--- src/rtl/sil_regs.svh ---
// register map, field positions, reset values and timing counts
// assumes a 125 MHz system clock and a 32-bit avalon-mm slave
`ifndef SIL_REGS_SVH
`define SIL_REGS_SVH
`define SIL_OFS_CTRL        6'h00
`define SIL_OFS_LED_MODE    6'h04
`define SIL_OFS_OVER_START  6'h08
`define SIL_OFS_OVER_TIME   6'h0c
`define SIL_OFS_UNDER_START 6'h10
`define SIL_OFS_STATUS      6'h14
`define SIL_OFS_IRQ_STAT    6'h18
`define SIL_OFS_IRQ_MASK    6'h1c
`define SIL_OFS_FAULT_CODE  6'h20
`define SIL_CTRL_CLEAR_A    0
`define SIL_CTRL_CLEAR_B    1
`define SIL_CTRL_INVERSE_TIME_MODE       2
`define SIL_CTRL_RANGE_LO   3
`define SIL_CTRL_RANGE_HI   4
`define SIL_CTRL_FAULT      5
`define SIL_OVER_START_MIN  16'h0050
`define SIL_OVER_START_MAX  16'h00a0
`define SIL_OVER_START_RST  16'h0050
`define SIL_UNDER_START_MIN 16'h0028
`define SIL_UNDER_START_MAX 16'h0078
`define SIL_UNDER_START_RST 16'h0028
`define SIL_TIME_R0_MIN     16'h0005
`define SIL_TIME_R0_MAX     16'h0064
`define SIL_TIME_R1_MIN     16'h0032
`define SIL_TIME_R1_MAX     16'h03e8
`define SIL_TIME_R2_MIN     16'h01f4
`define SIL_TIME_R2_MAX     16'h2710
`define SIL_TIME_K_MIN      16'h0005
`define SIL_TIME_K_MAX      16'h0064
`define SIL_TIME_RST        16'h0005
`define SIL_ALARM_DELAY_NS  1000
`define SIL_CLK_NS          8
`define SIL_ALARM_CYCLES \
    ((`SIL_ALARM_DELAY_NS + `SIL_CLK_NS - 1) / `SIL_CLK_NS)
`endif

--- src/rtl/sil_pkg.sv ---
// shared types of the stage indicator logic
// assumes sil_regs.svh supplies every number
package sil_pkg;
    typedef logic [1:0] sil_colour_t; // bit1 red, bit0 yellow
    typedef enum logic [1:0] {
        SIL_IDLE  = 2'b00,
        SIL_WAIT  = 2'b01,
        SIL_ALARM = 2'b11
    } sil_alarm_state_t;
endpackage : sil_pkg

--- src/rtl/sil_led.sv ---
// one indicator light: self-clearing or latched
// assumes src is already synchronised to clk_sys
`timescale 1ns/1ps
module sil_led (
    // clock and reset
    input  wire logic clk_sys,
    input  wire logic rst,
    // control
    input  wire logic src,
    input  wire logic latch_mode,
    input  wire logic clear,
    // light
    output logic      lit
);
    logic next_lit;
    logic held;
    logic next_held;

    always_comb begin
        // a new event wins over a clear in the same cycle
        next_held = latch_mode & (src | (held & ~clear));
        next_lit  = latch_mode ? next_held : src;
    end

    always_ff @(posedge clk_sys) begin
        if (rst) begin
            held <= 1'b0;
            lit  <= 1'b0;
        end else begin
            held <= next_held;
            lit  <= next_lit;
        end
    end
endmodule : sil_led

--- src/rtl/sil_top.sv ---
// stage start/trip indicators, fault alarm and setting limits
// assumes stage inputs come from other domains, pins are raw
// Functional notes
// each stage has its own two-colour indicator
// yellow while started, red after trip
// four lights each self-clearing or latching
// latched light stays on after stage resets
// start self-clear, trip latched: yellow then red
// start without trip: yellow only while started
// panel button or remote commands clear latches
// lights never gate start or trip
// fault alarm lights red shortly after fault
// alarm relay output asserted with alarm light
// fault code shown on module display
// overvoltage start value limited to 0.8..1.6
// two switches pick one of three time ranges
// inverse mode multiplier limited to 0.05..1.00
// undervoltage start value limited to 0.4..1.2
// red wins over yellow on one indicator
//
// Register access over Avalon-MM and the address map are this design's own decisions.
`timescale 1ns/1ps
`include "sil_regs.svh"
module sil_top (
    // clock and reset
    input  wire logic                 clk_sys,
    input  wire logic                 rst,
    // avalon-mm slave
    input  wire logic [5:0]           avs_address,
    input  wire logic                 avs_read,
    input  wire logic                 avs_write,
    input  wire logic [31:0]          avs_writedata,
    input  wire logic [3:0]           avs_byteenable,
    output logic      [31:0]          avs_readdata,
    output logic                      avs_waitrequest,
    // stage signals and panel
    input  wire logic                 over_stage_start,
    input  wire logic                 over_stage_trip,
    input  wire logic                 under_stage_start,
    input  wire logic                 under_stage_trip,
    input  wire logic                 panel_clear_btn,
    input  wire logic                 internal_fault,
    input  wire logic [7:0]           internal_fault_code,
    // indicators and outputs
    output sil_pkg::sil_colour_t      over_indicator,
    output sil_pkg::sil_colour_t      under_indicator,
    output logic                      internal_fault_alarm,
    output logic                      alarm_relay,
    output logic [7:0]                display_code,
    output logic                      irq
);
    import sil_pkg::*;

    // synchronisers: first stage feeds only the second
    logic [6:0] sync1;
    logic [6:0] sync2;
    // the code word is read only after the fault flag has stood for
    // the whole alarm delay, so its bits have long since settled
    logic [7:0] code_s1;
    logic [7:0] code_s2;
    always_ff @(posedge clk_sys) begin
        if (rst) begin
            sync1   <= 7'h00;
            sync2   <= 7'h00;
            code_s1 <= 8'h00;
            code_s2 <= 8'h00;
        end else begin
            sync1   <= {internal_fault, panel_clear_btn, under_stage_trip,
                        under_stage_start, over_stage_trip,
                        over_stage_start, 1'b0};
            sync2   <= sync1;
            code_s1 <= internal_fault_code;
            code_s2 <= code_s1;
        end
    end
    logic s_os;
    logic s_ot;
    logic s_us;
    logic s_ut;
    logic s_btn;
    logic s_flt;
    logic s_btn_d;
    assign s_os  = sync2[1];
    assign s_ot  = sync2[2];
    assign s_us  = sync2[3];
    assign s_ut  = sync2[4];
    assign s_btn = sync2[5];
    assign s_flt = sync2[6];

    // registers
    logic [3:0]  led_mode;
    logic        inverse_time_mode;
    logic [1:0]  time_range;
    logic [15:0] over_start;
    logic [15:0] over_time;
    logic [15:0] under_start;
    logic [3:0]  irq_stat;
    logic [3:0]  irq_mask;
    logic        rd_pend;
    logic [3:0]  next_led_mode;
    logic        next_inverse_time_mode;
    logic [1:0]  next_time_range;
    logic [15:0] next_over_start;
    logic [15:0] next_over_time;
    logic [15:0] next_under_start;
    logic [3:0]  next_irq_stat;
    logic [3:0]  next_irq_mask;
    logic        next_rd_pend;
    logic [31:0] next_readdata;
    logic        next_waitrequest;
    logic        remote_clear;
    logic        next_btn_d;

    // clamping rather than refusing leaves no stale setting behind
    function automatic logic [15:0] sil_clamp(input logic [15:0] v,
                                              input logic [15:0] lo,
                                              input logic [15:0] hi);
        sil_clamp = (v < lo) ? lo : ((v > hi) ? hi : v);
    endfunction : sil_clamp

    logic [15:0] t_lo;
    logic [15:0] t_hi;
    always_comb begin
        // settings outside the range are pulled to the nearest limit
        if (next_inverse_time_mode) begin
            t_lo = `SIL_TIME_K_MIN;
            t_hi = `SIL_TIME_K_MAX;
        end else begin
            unique case (next_time_range)
                2'b00: begin
                    t_lo = `SIL_TIME_R0_MIN;
                    t_hi = `SIL_TIME_R0_MAX;
                end
                2'b01, 2'b10: begin
                    t_lo = `SIL_TIME_R1_MIN;
                    t_hi = `SIL_TIME_R1_MAX;
                end
                2'b11: begin
                    t_lo = `SIL_TIME_R2_MIN;
                    t_hi = `SIL_TIME_R2_MAX;
                end
            endcase
        end
    end

    logic       wr_hit;
    logic [3:0] events;
    logic [3:0] ev_prev;
    logic [3:0] next_ev_prev;
    logic [3:0] ev_rise;
    assign events  = {s_flt, s_ut, s_us | s_os, s_ot};
    assign ev_rise = events & ~ev_prev;

    always_comb begin
        next_led_mode    = led_mode;
        next_inverse_time_mode        = inverse_time_mode;
        next_time_range  = time_range;
        next_over_start  = over_start;
        next_over_time   = over_time;
        next_under_start = under_start;
        next_irq_mask    = irq_mask;
        next_readdata    = avs_readdata;
        next_rd_pend     = 1'b0;
        next_waitrequest = 1'b1;
        remote_clear     = 1'b0;
        next_btn_d       = s_btn;
        next_ev_prev     = events;
        // a write lands at the edge that completes the transfer
        wr_hit           = avs_write & ~avs_waitrequest & avs_byteenable[0];
        // set wins over write-one-to-clear
        next_irq_stat    = irq_stat;
        if (wr_hit && avs_address == `SIL_OFS_IRQ_STAT) begin
            next_irq_stat = irq_stat & ~avs_writedata[3:0];
        end
        next_irq_stat = next_irq_stat | ev_rise;
        if (avs_write) begin
            // low for the one cycle after the request is seen
            next_waitrequest = ~avs_waitrequest;
            if (wr_hit) begin
                unique case (avs_address)
                    `SIL_OFS_CTRL: begin
                        remote_clear = avs_writedata[`SIL_CTRL_CLEAR_A] |
                                       avs_writedata[`SIL_CTRL_CLEAR_B];
                        next_inverse_time_mode = avs_writedata[`SIL_CTRL_INVERSE_TIME_MODE];
                        next_time_range =
                            avs_writedata[`SIL_CTRL_RANGE_HI:
                                          `SIL_CTRL_RANGE_LO];
                    end
                    `SIL_OFS_LED_MODE: next_led_mode = avs_writedata[3:0];
                    `SIL_OFS_OVER_START: next_over_start = sil_clamp(
                        avs_writedata[15:0], `SIL_OVER_START_MIN,
                        `SIL_OVER_START_MAX);
                    `SIL_OFS_UNDER_START: next_under_start = sil_clamp(
                        avs_writedata[15:0], `SIL_UNDER_START_MIN,
                        `SIL_UNDER_START_MAX);
                    `SIL_OFS_IRQ_MASK: next_irq_mask = avs_writedata[3:0];
                    default: ;
                endcase
            end
        end else if (avs_read && avs_waitrequest && !rd_pend) begin
            // the answering edge must not open a second read
            next_rd_pend = 1'b1;
        end else if (avs_read && rd_pend) begin
            next_waitrequest = 1'b0;
            unique case (avs_address)
                `SIL_OFS_CTRL: next_readdata = {26'h0, s_flt, time_range,
                                                inverse_time_mode, 2'b00};
                `SIL_OFS_LED_MODE:    next_readdata = {28'h0, led_mode};
                `SIL_OFS_OVER_START:  next_readdata = {16'h0, over_start};
                `SIL_OFS_OVER_TIME:   next_readdata = {16'h0, over_time};
                `SIL_OFS_UNDER_START: next_readdata = {16'h0, under_start};
                `SIL_OFS_STATUS: next_readdata = {26'h0, s_flt, s_ut, s_us,
                                                  s_ot, s_os, 1'b0};
                `SIL_OFS_IRQ_STAT:    next_readdata = {28'h0, irq_stat};
                `SIL_OFS_IRQ_MASK:    next_readdata = {28'h0, irq_mask};
                `SIL_OFS_FAULT_CODE:  next_readdata = {24'h0, display_code};
                default:              next_readdata = 32'h0;
            endcase
        end
        // time write clamps against the range that is in force after
        // this write, so range and value stay consistent
        if (wr_hit && avs_address == `SIL_OFS_OVER_TIME) begin
            next_over_time = sil_clamp(avs_writedata[15:0], t_lo, t_hi);
        end else begin
            next_over_time = sil_clamp(over_time, t_lo, t_hi);
        end
    end

    always_ff @(posedge clk_sys) begin
        if (rst) begin
            led_mode        <= 4'h0;
            inverse_time_mode            <= 1'b0;
            time_range      <= 2'b00;
            over_start      <= `SIL_OVER_START_RST;
            over_time       <= `SIL_TIME_RST;
            under_start     <= `SIL_UNDER_START_RST;
            irq_stat        <= 4'h0;
            irq_mask        <= 4'h0;
            rd_pend         <= 1'b0;
            avs_readdata    <= 32'h0;
            avs_waitrequest <= 1'b1;
            s_btn_d         <= 1'b0;
            ev_prev         <= 4'h0;
        end else begin
            led_mode        <= next_led_mode;
            inverse_time_mode            <= next_inverse_time_mode;
            time_range      <= next_time_range;
            over_start      <= next_over_start;
            over_time       <= next_over_time;
            under_start     <= next_under_start;
            irq_stat        <= next_irq_stat;
            irq_mask        <= next_irq_mask;
            rd_pend         <= next_rd_pend;
            avs_readdata    <= next_readdata;
            avs_waitrequest <= next_waitrequest;
            s_btn_d         <= next_btn_d;
            ev_prev         <= next_ev_prev;
        end
    end

    // clear pulse from button edge or remote command
    // a held button clears once, so a later event can relatch
    logic clear_all;
    assign clear_all = (s_btn & ~s_btn_d) | remote_clear;

    // four lights; stage inputs bypass them entirely
    logic [3:0] lit;
    logic [3:0] led_src;
    assign led_src = {s_ut, s_us, s_ot, s_os};
    genvar gi;
    generate
        for (gi = 0; gi < 4; gi++) begin : g_led
            sil_led u_led (
                .clk_sys    (clk_sys),
                .rst        (rst),
                .src        (led_src[gi]),
                .latch_mode (led_mode[gi]),
                .clear      (clear_all),
                .lit        (lit[gi])
            );
        end
    endgenerate

    // internal fault alarm after a short qualifying delay
    sil_alarm_state_t st;
    sil_alarm_state_t next_st;
    logic [7:0]       cnt;
    logic [7:0]       next_cnt;
    logic [7:0]       next_code;
    sil_colour_t      next_over_ind;
    sil_colour_t      next_under_ind;
    logic             next_irq;
    always_comb begin
        next_st   = st;
        next_cnt  = cnt;
        next_code = display_code;
        unique case (st)
            SIL_IDLE: begin
                next_cnt = 8'h00;
                if (s_flt) begin
                    next_st = SIL_WAIT;
                end
            end
            SIL_WAIT: begin
                next_cnt = cnt + 8'h01;
                if (!s_flt) begin
                    next_st = SIL_IDLE;
                end else if (cnt == 8'(`SIL_ALARM_CYCLES - 1)) begin
                    next_st   = SIL_ALARM;
                    next_code = code_s2;
                end
            end
            SIL_ALARM: ;  // permanent fault holds until reset
            default: next_st = SIL_IDLE;
        endcase
        // red overrides yellow
        next_over_ind  = lit[1] ? 2'b10 : {1'b0, lit[0]};
        next_under_ind = lit[3] ? 2'b10 : {1'b0, lit[2]};
        next_irq       = |(next_irq_stat & next_irq_mask);
    end

    always_ff @(posedge clk_sys) begin
        if (rst) begin
            st                   <= SIL_IDLE;
            cnt                  <= 8'h00;
            display_code         <= 8'h00;
            over_indicator       <= 2'b00;
            under_indicator      <= 2'b00;
            internal_fault_alarm <= 1'b0;
            alarm_relay          <= 1'b0;
            irq                  <= 1'b0;
        end else begin
            st                   <= next_st;
            cnt                  <= next_cnt;
            display_code         <= next_code;
            over_indicator       <= next_over_ind;
            under_indicator      <= next_under_ind;
            internal_fault_alarm <= (next_st == SIL_ALARM);
            alarm_relay          <= (next_st == SIL_ALARM);
            irq                  <= next_irq;
        end
    end
endmodule : sil_top

--- config.mk ---
export PLATFORM = sky130hd
export DESIGN_NAME = sil_top
export DESIGN_NICKNAME = d
export VERILOG_FILES = /design/src/rtl/sil_pkg.sv /design/src/rtl/sil_led.sv /design/src/rtl/sil_top.sv
export VERILOG_INCLUDE_DIRS = /design/src /design/src/rtl
export SDC_FILE = /design/constraint.sdc
export NUM_CORES = 1
export LEC_CHECK = 0
export BUFFER_PORTS_ARGS = -buffer_cell sky130_fd_sc_hd__buf_4
export CAP_MARGIN = 10
export CORE_ASPECT_RATIO = 0.75
export CORE_MARGIN = 2
export CORE_UTILIZATION = 37
export DETAILED_ROUTE_END_ITERATION = 8
export PLACE_DENSITY = 0.67
export SYNTH_ARGS = -nofsm -noshare
export SYNTH_HDL_FRONTEND = slang
export SYNTH_HIERARCHICAL = 1
export SYNTH_SLANG_ARGS = --single-unit
--- constraint.sdc ---
create_clock -name clk_sys -period 5.71 [get_ports clk_sys]
set_input_delay 1.142 -clock clk_sys [delete_from_list [all_inputs] [get_ports clk_sys]]
set_output_delay 1.142 -clock clk_sys [all_outputs]
set_load 0.005 [all_outputs]
==> results.py, run 1 <==
metrics = {
    "timing": {
        "clock_skew_ps": 8.62,
        "post-route-period-util_pct": 92.8,
        "period_needed_ps": 5300,
        "tightest_slew_ps": 1160,
        "setup_viol": 0,
        "max_freq_ghz": 0.189,
        "finalHoldViolCount": 0,
        "tns_ps": 0,
        "slew_viol_final": 0,
        "rsz0062_at_grt": "false",
        "slew_headroom_pct": 22.7,
    },
    "clock_tree": {
        "clock_latency_ps": 430,
        "postCtsSetupBuffers": 0,
        "htree_levels": 4,
        "hold_buffers": 0,
        "cts_tree": "yes",
        "clock_sinks": 146,
        "cts_buffers": 17,
        "cts-root-buf": "clkbuf_16",
        "cts_resized": 0,
        "cts.clk_slew.worst_paths_ps": 60,
        "cts.path.max_buffers": 2,
    },
    "global_routing": {
        "first_global_vias": 5424,
        "grt_usage_pct": 18.6,
        "grt_max_degree": 62,
        "grt_pass1_wl_um": 28600,
        "antenna_found_initial": 0,
        "gr-total-overflow": 0,
    },
    "flow_run": {
        "maxCapViolations": 0,
    },
    "die": {
        "fp.dieH_um": 122,
        "start_util_pct": 37.4,
        "die_width_um": 161,
        "rows": 43,
        "fp.dieArea_um2": 19600,
        "ioPinCount": 108,
        "core-area_um2": 18300,
    },
    "power": {
        "p_leak_nw": 3.36,
        "ir_worst_vdd_v": 0.000184,
        "power_density_nw_per_um2": 298,
    },
    "critical_path": {
        "worstSetupPathType": "input pin to flop",
        "cp_cell_sequence": "buf_4 > nor4_4 > nand3_1 > mux2i_1 > ha_1 > a311oi_1 > or2_2 > inv_1 > a311oi_1 > ha_1 > nand4b_1 > or3b_4 > o31a_1 > a32o_1 > a221oi_1 > nor3_1",
        "critical-path-slowest-cell": "a311oi_1",
        "timing.critical_path.to": "over_time[9]$_SDFFE_PP0P_",
        "end_kind": "flop",
        "timing.rr.end": "over_time[9]$_SDFFE_PP0P_",
        "start_kind": "input pin",
        "path_max_fanout": 6,
        "crit_start": "avs_address[5]",
        "timing.rr.start": "avs_waitrequest$_SDFF_PP1_",
        "critPathRequiredTime_ps": 5990,
        "reg2reg_depth": 15,
        "critPathMaxStageDelay_ps": 670,
        "r2r_slack_ps": 960,
        "worst_ep_arrival_time_ps": 5580,
    },
    "cells_and_area": {
        "layout_commonest_cell": "dfxtp_1",
        "design_area_um2": 8350,
        "layout_common_cells": "dfxtp_1 (146), buf_4 (97), nor2_1 (95), nand2_1 (48), nor2b_1 (42)",
        "syn_to_final_growth_pct": 21.9,
        "num-fill-cells": 1790,
        "antennaDiodeCount": 0,
        "drive_gt1_share_pct": 17.6,
        "nets": 940,
        "layout.cells.non_filler": 1103,
    },
    "synthesis": {
        "synth_top_area_share_pct": 42.7,
        "synth.ff_latch_count": 146,
        "yosys.cell_types.count": 68,
        "yosys-top-cells-area": "dfxtp_1 (43%), ha_1 (6.8%), mux2i_1 (5.3%)",
        "synth-edff-count": 0,
        "async_flop_share_pct": 0,
        "yosys_warnings": 6,
        "synth_top_area_cell": "dfxtp_1",
        "syn_inst": 760,
        "ys_seq_area_share_pct": 42.7,
        "netlist_area_um2": 6850,
        "synth_flop_cell": "dfxtp_1",
        "syn_avg_cell_area_um2": 9.01,
    },
    "detailed_routing": {
        "drt_pass1_iterations": 7,
        "finalWirelength_um": 17500,
        "postRouteAntennaNets": 0,
        "drt-initial-drc-count": 363,
        "num_vias": 5793,
        "drc": 0,
        "via_per_inst": 5.25,
        "wire_per_inst_um": 15.9,
    },
    "min_path": {
        "hold_class": "flop to flop",
        "worstHoldPathCells": 1,
    },
    "placed_design": {
        "dpl_cell_area_um2": 7690,
        "dp.cells": 1071,
        "port_buffers": 72,
        "routabilityCongestion": 0.911,
        "hpwl_um": 12600,
    },
    "outcome": {
        "status": "completed",
    },
}
==> sequential cells by signal, indices dropped and copies added, names as in the netlist, 2 cells and up <==
signal	cells
avs_readdata	16
cnt	8
code_s1	8
code_s2	8
display_code	8
ev_prev	4
g_led.u_led/held	4
g_led.u_led/lit	4
irq_mask	4
irq_stat	4
led_mode	4
over_indicator	2
over_start	16
over_time	16
st	2
sync1	6
sync2	6
time_range	2
under_indicator	2
under_start	16
==> critical path: cells and delay by family <==
kind	cells	cell delay, ps
mux	1	200
simple gates	6	1350
fa+ha+maj	2	610
compound gates	5	2030
buf+inv	2	250
==> final cells by class <==
type	count	area (um^2)	share of cell area [%]
Multi-Input combinational cell	559	3650	43.7
Sequential cell	146	2920	35.0
Inverter	22	82.6	0.990
Timing Repair Buffer	97	728	8.73
Tap cell	247	309	3.70
Clock inverter	13	209	2.50
Clock buffer	19	443	5.31
==> logic make-up (layout without fill, tap and decap cells) <==
logic type / after synthesis / in the layout / synth area share, %
compound gates: 157 / 157 / 16.0
fa+ha+maj: 37 / 37 / 6.76
buf+inv: 72 / 151 / 4.90
flops: 146 / 146 / 42.7
mux: 42 / 42 / 6.42
other cells: 1 / 18 / 0.0548
simple gates: 305 / 305 / 23.2
==> through the flow <==
step	utilization, %	power [mW]	hold slack (ps)	worst slack, ps
6_report	45.6	2.49	424	410
5_1_grt	45.6	2.58	451	156
4_1_cts	45.6	2.51	432	495
3_5_place_dp	42.1	1.28	420	53.3
3_3_place_gp	42.1	1.28	409	104
2_1_floorplan	-	1.21	388	233
==> power breakdown <==
group	total (mW)	switching, mW	leakage [nW]	internal, mW
Clock	1.23	0.441	0.309	0.786
Combinational	0.202	0.112	1.86	0.0898
Sequential	1.06	0.0186	1.19	1.04
Total	2.49	0.571	3.36	1.92
==> worst min path at each step <==
stage               slack (ps)                          start                            end
floorplan                  390  g_led[1].u_led/lit$_SDFF_PP0_   over_indicator[0]$_SDFF_PP0_
global placement           410  g_led[3].u_led/lit$_SDFF_PP0_  under_indicator[0]$_SDFF_PP0_
detailed placement         420            sync1[3]$_SDFF_PP0_            sync2[3]$_SDFF_PP0_
CTS                        430  g_led[3].u_led/lit$_SDFF_PP0_  under_indicator[0]$_SDFF_PP0_
global route               450  g_led[1].u_led/lit$_SDFF_PP0_   over_indicator[0]$_SDFF_PP0_
finish                     420  g_led[1].u_led/lit$_SDFF_PP0_   over_indicator[0]$_SDFF_PP0_
==> synth_stat cells, drive strengths merged (20+ instances only) <==
| cell | count |
|---|---|
| dfxtp | 146 |
| inv | 21 |
| nor2b | 42 |
| and3 | 20 |
| nand2 | 48 |
| a21oi | 31 |
| nor3 | 24 |
| mux2i | 36 |
| nor2 | 95 |
| ha | 37 |
| clkbuf | 23 |
| o21ai | 28 |
| buf | 27 |
==> layer usage <==
layer	global-route usage [%]	vias up	share of wire, %
met5	0	-	0
li1	-	2878	-
met3	5.18	19	6.2
met2	28.4	165	45
met4	4.80	0	1.1
met1	26.0	2731	48
Power figures use the tool's default switching activity.
==> run 2: changes to the inputs <==
SYNTH_HIERARCHICAL = unset   (was 1)
==> results.py, run 2 <==
metrics = {
    "critical_path": {
        "cp_cell_sequence": "buf_4 > nor2_1 > nand3_2 > mux2i_1 > ha_1 > a311o_1 > nand2_1 > inv_1 > buf_4 > ha_1 > and3_1 > a41o_1 > a211o_1 > o21a_1 > and2_1 > a2111oi_1 > a31oi_1",
        "critPathMaxStageDelay_ps": 440,
        "timing.rr.start": "avs_waitrequest$_SDFF_PP1_",
        "end_kind": "flop",
        "worstSetupPathType": "input pin to flop",
        "critical-path-slowest-cell": "a2111oi_1",
        "worst_ep_arrival_time_ps": 5350,
        "path_buf_inv": 3,
        "path_max_fanout": 20,
        "crit_start": "avs_address[2]",
        "crit_family": "compound AO/OA/AOI/OAI gates",
        "start_kind": "input pin",
        "critPathRequiredTime_ps": 5980,
    },
    "cells_and_area": {
        "drive_gt1_share_pct": 16.1,
        "layout.cells.non_filler": 1102,
        "layout_commonest_cell": "dfxtp_1",
        "nets": 939,
        "syn_to_final_growth_pct": 19.4,
        "antennaDiodeCount": 0,
        "num-fill-cells": 1807,
        "layout_common_cells": "dfxtp_1 (146), nor2_1 (105), buf_4 (88), a21oi_1 (61), nand2_1 (48)",
    },
    "synthesis": {
        "ys_seq_area_share_pct": 42.4,
        "syn_avg_cell_area_um2": 8.90,
        "netlist_area_um2": 6900,
        "netlist_top_cells_count": "dfxtp_1 (146), nor2_1 (105), a21oi_1 (61)",
        "async_flop_share_pct": 0,
        "synth_most_common_cell": "dfxtp_1",
        "syn_inst": 775,
        "yosys.cell_types.count": 69,
        "synth.ff_latch_count": 146,
        "synth_flop_cell": "dfxtp_1",
        "synth_top_area_share_pct": 42.4,
        "synth_top_area_cell": "dfxtp_1",
        "yosys_warnings": 0,
        "yosys-top-cells-area": "dfxtp_1 (42%), ha_1 (6.7%), nor2_1 (5.7%)",
        "synth-edff-count": 0,
    },
    "die": {
        "fp.dieArea_um2": 19800,
        "core-area_um2": 18400,
        "die_width_um": 162,
        "rows": 43,
        "fp.dieH_um": 122,
        "start_util_pct": 37.5,
        "ioPinCount": 108,
    },
    "clock_tree": {
        "cts-root-buf": "clkbuf_16",
        "postCtsSetupBuffers": 0,
        "cts.path.max_buffers": 2,
        "hold_buffers": 0,
        "htree_levels": 4,
        "cts_resized": 0,
        "clock_latency_ps": 420,
        "clock_sinks": 146,
        "cts_tree": "yes",
        "cts.clk_slew.worst_paths_ps": 60,
        "cts_buffers": 17,
    },
    "detailed_routing": {
        "num_vias": 5943,
        "drt_pass1_iterations": 7,
        "via_per_inst": 5.39,
        "drc": 0,
        "finalWirelength_um": 17900,
        "wire_per_inst_um": 16.3,
        "drt-initial-drc-count": 460,
        "postRouteAntennaNets": 0,
    },
    "placed_design": {
        "hpwl_um": 12800,
        "port_buffers": 72,
        "dp.cells": 1070,
        "routabilityCongestion": 0.865,
    },
    "timing": {
        "period_needed_ps": 5080,
        "slew_viol_final": 0,
        "tightest_slew_ps": 840,
        "slew_headroom_pct": 43.6,
        "clock_skew_ps": 11.3,
        "tns_ps": 0,
        "post-route-period-util_pct": 88.9,
        "finalHoldViolCount": 0,
        "setup_viol": 0,
        "rsz0062_at_grt": "false",
        "max_freq_ghz": 0.197,
        "whs_ps": 403,
    },
    "global_routing": {
        "grt_max_degree": 80,
        "antenna_found_initial": 0,
        "grt_usage_pct": 18.4,
        "first_global_vias": 5392,
        "gr-total-overflow": 0,
        "grt_pass1_wl_um": 28700,
    },
    "flow_run": {
        "maxCapViolations": 0,
    },
    "power": {
        "p_leak_nw": 3.38,
        "ir_worst_vdd_v": 0.000203,
        "power_density_nw_per_um2": 287,
    },
    "outcome": {
        "status": "completed",
    },
    "min_path": {
        "worstHoldStart": "g_led[1].u_led.lit$_SDFF_PP0_",
        "hold_class": "flop to flop",
    },
}
run 2: cell types whose count changed after synthesis, sizes merged, moves of 6 or more:
cell    delta
clkbuf     +7
inv        -9
and2      -10
a21oi     +30
nor3      -10
mux2i      -9
nor3b      +6
o21ai      -8
nand3     +10
a221oi    -10
o22ai      -6
nor2      +11
a22oi     +11
run 2: worst reg2reg max path: stages, from the launching register on:
cell	delay, ps
dfxtp_1	330
and3b_1	370
nand3_2	230
mux2i_1	200
ha_1	260
a311o_1	360
nand2_1	220
inv_1	100
buf_4	210
ha_1	320
and3_1	190
a41o_1	240
a211o_1	300
o21a_1	290
and2_1	250
a2111oi_1	440
a31oi_1	70
run 2: kinds of logic after synthesis:
logic type      after synthesis  share of synthesized area (%)
compound gates              185                           18.2
xor+xnor                      1                          0.127
fa+ha+maj                    37                           6.71
buf+inv                      69                           4.86
flops                       146                           42.4
mux                          30                           4.74
other cells                   1                         0.0544
simple gates                306                           22.9
run 2: cell type report:
cell class | instances | area [um^2] | share of cell area (%)
inverters | 12 | 45.0 | 0.547
well taps | 247 | 309 | 3.75
clock inverters | 13 | 154 | 1.87
flip-flops and latches | 146 | 2920 | 35.5
repair buffers | 88 | 661 | 8.02
multi-input cells | 577 | 3700 | 44.9
clock buffers | 19 | 443 | 5.38
run 2: stage by stage:
stage / setup slack (ps) / power, mW / cell area [um^2] / utilization, %
after floorplan: 451 / 1.20 / 6960 / -
after global placement: 358 / 1.26 / 7640 / 41.5
after detailed placement: 307 / 1.26 / 7640 / 41.5
after CTS: 739 / 2.38 / 8240 / 44.8
after global routing: 289 / 2.45 / 8240 / 44.8
final: 635 / 2.36 / 8240 / 44.8
run 2: metal layers:
metal	global-route usage, %	vias up	wire length (um)
met5	0	-	0
met4	6.14	0	235
met3	3.62	23	1230
met2	28.0	226	8010
met1	26.1	2793	8460
li1	-	2901	-
run 2: where the power goes:
group          internal [mW]  switching, mW  leakage (nW)
logic                 0.0774          0.108          1.91
registers               1.04         0.0186          1.19
clock network          0.664          0.453         0.284
total                   1.78          0.580          3.38
run 2: worst paths after layout:
kind | endpoint | slack (ps) | cells past startpoint
setup / recovery | over_time[2]$_SDFFE_PP1P_ | 630 | 17
hold / removal | over_indicator[0]$_SDFF_PP0_ | 400 | 1
setup reg to reg | over_time[2]$_SDFFE_PP1P_ | 1190 | 16
hold reg to reg | over_indicator[0]$_SDFF_PP0_ | 400 | 1
==> run 3: changes to the inputs <==
--- a/config.mk
+++ b/config.mk
@@ -9,5 +9,5 @@
 export BUFFER_PORTS_ARGS = -buffer_cell sky130_fd_sc_hd__buf_4
 export CAP_MARGIN = 10
-export CORE_ASPECT_RATIO = 0.75
+export CORE_ASPECT_RATIO = 1.75
 export CORE_MARGIN = 2
 export CORE_UTILIZATION = 37
==> constraint.sdc (replaced) <==
create_clock -name clk_sys -period 5.71 [get_ports clk_sys]
set_input_delay 0 -clock clk_sys [delete_from_list [all_inputs] [get_ports clk_sys]]
set_output_delay 0 -clock clk_sys [all_outputs]
set_load 0.005 [all_outputs]
==> results.py, run 3 (same netlist as run 2, synthesis figures left out) <==
metrics = {
    "clock_tree": {
        "cts_buffers": 17,
        "cts.clk_slew.worst_paths_ps": 60,
        "cts-root-buf": "clkbuf_16",
        "cts.path.max_buffers": 2,
        "clock_sinks": 146,
        "cts_tree": "yes",
        "cts_resized": 0,
        "htree_levels": 4,
        "clock_latency_ps": 420,
    },
    "cells_and_area": {
        "layout.cells.non_filler": 1116,
        "design_area_um2": 8480,
        "layout_commonest_cell": "dfxtp_1",
        "drive_gt1_share_pct": 15.0,
        "antennaDiodeCount": 0,
        "nets": 962,
        "syn_to_final_growth_pct": 23.0,
        "layout_common_cells": "dfxtp_1 (146), nor2_1 (105), buf_4 (83), a21oi_1 (61), nand2_1 (48)",
        "post-route-util_pct": 46.1,
    },
    "die": {
        "fp.dieH_um": 185,
        "core-area_um2": 18400,
        "start_util_pct": 37.4,
        "rows": 66,
        "fp.dieArea_um2": 19800,
        "ioPinCount": 108,
        "die_width_um": 107,
    },
    "global_routing": {
        "antenna_found_initial": 0,
        "grt_usage_pct": 19.5,
        "grt_pass1_wl_um": 29900,
        "grt_max_degree": 103,
        "first_global_vias": 5804,
        "gr-total-overflow": 0,
    },
    "placed_design": {
        "dpl_cell_area_um2": 7590,
        "port_buffers": 72,
        "pre_cts_ws_ps": 1150,
        "dp.cells": 1056,
        "hpwl_um": 13300,
        "routabilityCongestion": 0.864,
    },
    "critical_path": {
        "end_kind": "flop",
        "reg2reg_depth": 15,
        "start_kind": "flop",
        "critPathRequiredTime_ps": 5990,
        "r2r_slack_ps": 1050,
        "timing.rr.end": "over_time[2]$_SDFFE_PP1P_",
        "timing.rr.start": "avs_waitrequest$_SDFF_PP1_",
        "worstSetupPathType": "flop to flop",
        "worst_ep_arrival_time_ps": 4940,
        "path_max_fanout": 10,
    },
    "power": {
        "ir_worst_vdd_v": 0.000217,
        "power_density_nw_per_um2": 284,
        "p_leak_nw": 3.48,
        "power_mw": 2.41,
    },
    "min_path": {
        "hold-path-endpoint": "over_start[5]$_SDFFE_PP0P_",
        "worstHoldPathCells": 3,
        "worstHoldStart": "avs_writedata[5]",
        "hold_class": "input pin to flop",
    },
    "timing": {
        "slew_viol_final": 0,
        "rsz0062_at_grt": "false",
        "whs_ps": 14.9,
        "clock_skew_ps": 8.30,
        "setup_viol": 0,
        "postLayoutSetupSlackWorst_ps": 1050,
        "finalHoldViolCount": 0,
        "max_freq_ghz": 0.215,
        "period_needed_ps": 4660,
        "tns_ps": 0,
        "slew_headroom_pct": 29.5,
        "tightest_slew_ps": 1060,
        "post-route-period-util_pct": 81.6,
    },
    "detailed_routing": {
        "wire_per_inst_um": 16.7,
        "via_per_inst": 5.38,
        "postRouteAntennaNets": 0,
        "finalWirelength_um": 18600,
        "route.met3.wl_um": 756,
        "drt-met1-wl_um": 7220,
        "wl_met2_um": 9690,
        "drc": 0,
        "drt-initial-drc-count": 301,
        "drt_pass1_iterations": 5,
        "top_layer_used": "met4",
        "num_vias": 6009,
    },
    "flow_run": {
        "maxCapViolations": 0,
    },
    "outcome": {
        "status": "completed",
    },
}
run 3: layer usage:
layer / track usage [%] / vias to the layer above
met3: 4.49 / 51
met4: 11.4 / 0
li1: - / 2951
met1: 20.4 / 2843
met2: 35.0 / 164
met5: 0 / -
run 3: critical path, cell delays in order (launching register included):
cell and delay (ps):
dfxtp_1 340, and3b_1 380, nand3_2 240, mux2i_1 190
ha_1 260, a311o_1 350, nand2_1 200, inv_1 90
a311oi_1 620, ha_1 380, a41o_1 240, a211o_1 310
o21a_1 280, and2_1 220, a2111oi_1 350, a31oi_1 70
run 3: worst max-delay path by stage:
stage                                     from                         to  slack, ps  cells past startpoint
finish              avs_waitrequest$_SDFF_PP1_  over_time[2]$_SDFFE_PP1P_       1050                     15
global route        avs_waitrequest$_SDFF_PP1_  over_time[2]$_SDFFE_PP1P_        810                     15
CTS                 avs_waitrequest$_SDFF_PP1_  over_time[2]$_SDFFE_PP1P_       1150                     15
detailed placement  avs_waitrequest$_SDFF_PP1_  over_time[2]$_SDFFE_PP1P_       1150                     15
global placement    avs_waitrequest$_SDFF_PP1_  over_time[2]$_SDFFE_PP1P_       1180                     15
floorplan           avs_waitrequest$_SDFF_PP1_  over_time[2]$_SDFFE_PP1P_       1460                     17
run 3: report_power, final:
group | internal (mW) | switching (mW)
clock | 0.714 | 0.438
combinational | 0.0883 | 0.110
sequential | 1.04 | 0.0190
run 3: what timing repair did:
item	4_1_cts	5_1_grt
buffers inserted	0	0
hold endpoints to repair	60	0
hold buffers	28	0
run 3: area by class of cell:
class | count | area (um^2)
inverters | 12 | 45.0
flip-flops and latches | 146 | 2920
well taps | 238 | 298
multi-input cells | 577 | 3700
fillers | 1814 | 9930
repair buffers | 111 | 903
clock buffers | 21 | 460
clock inverters | 11 | 153
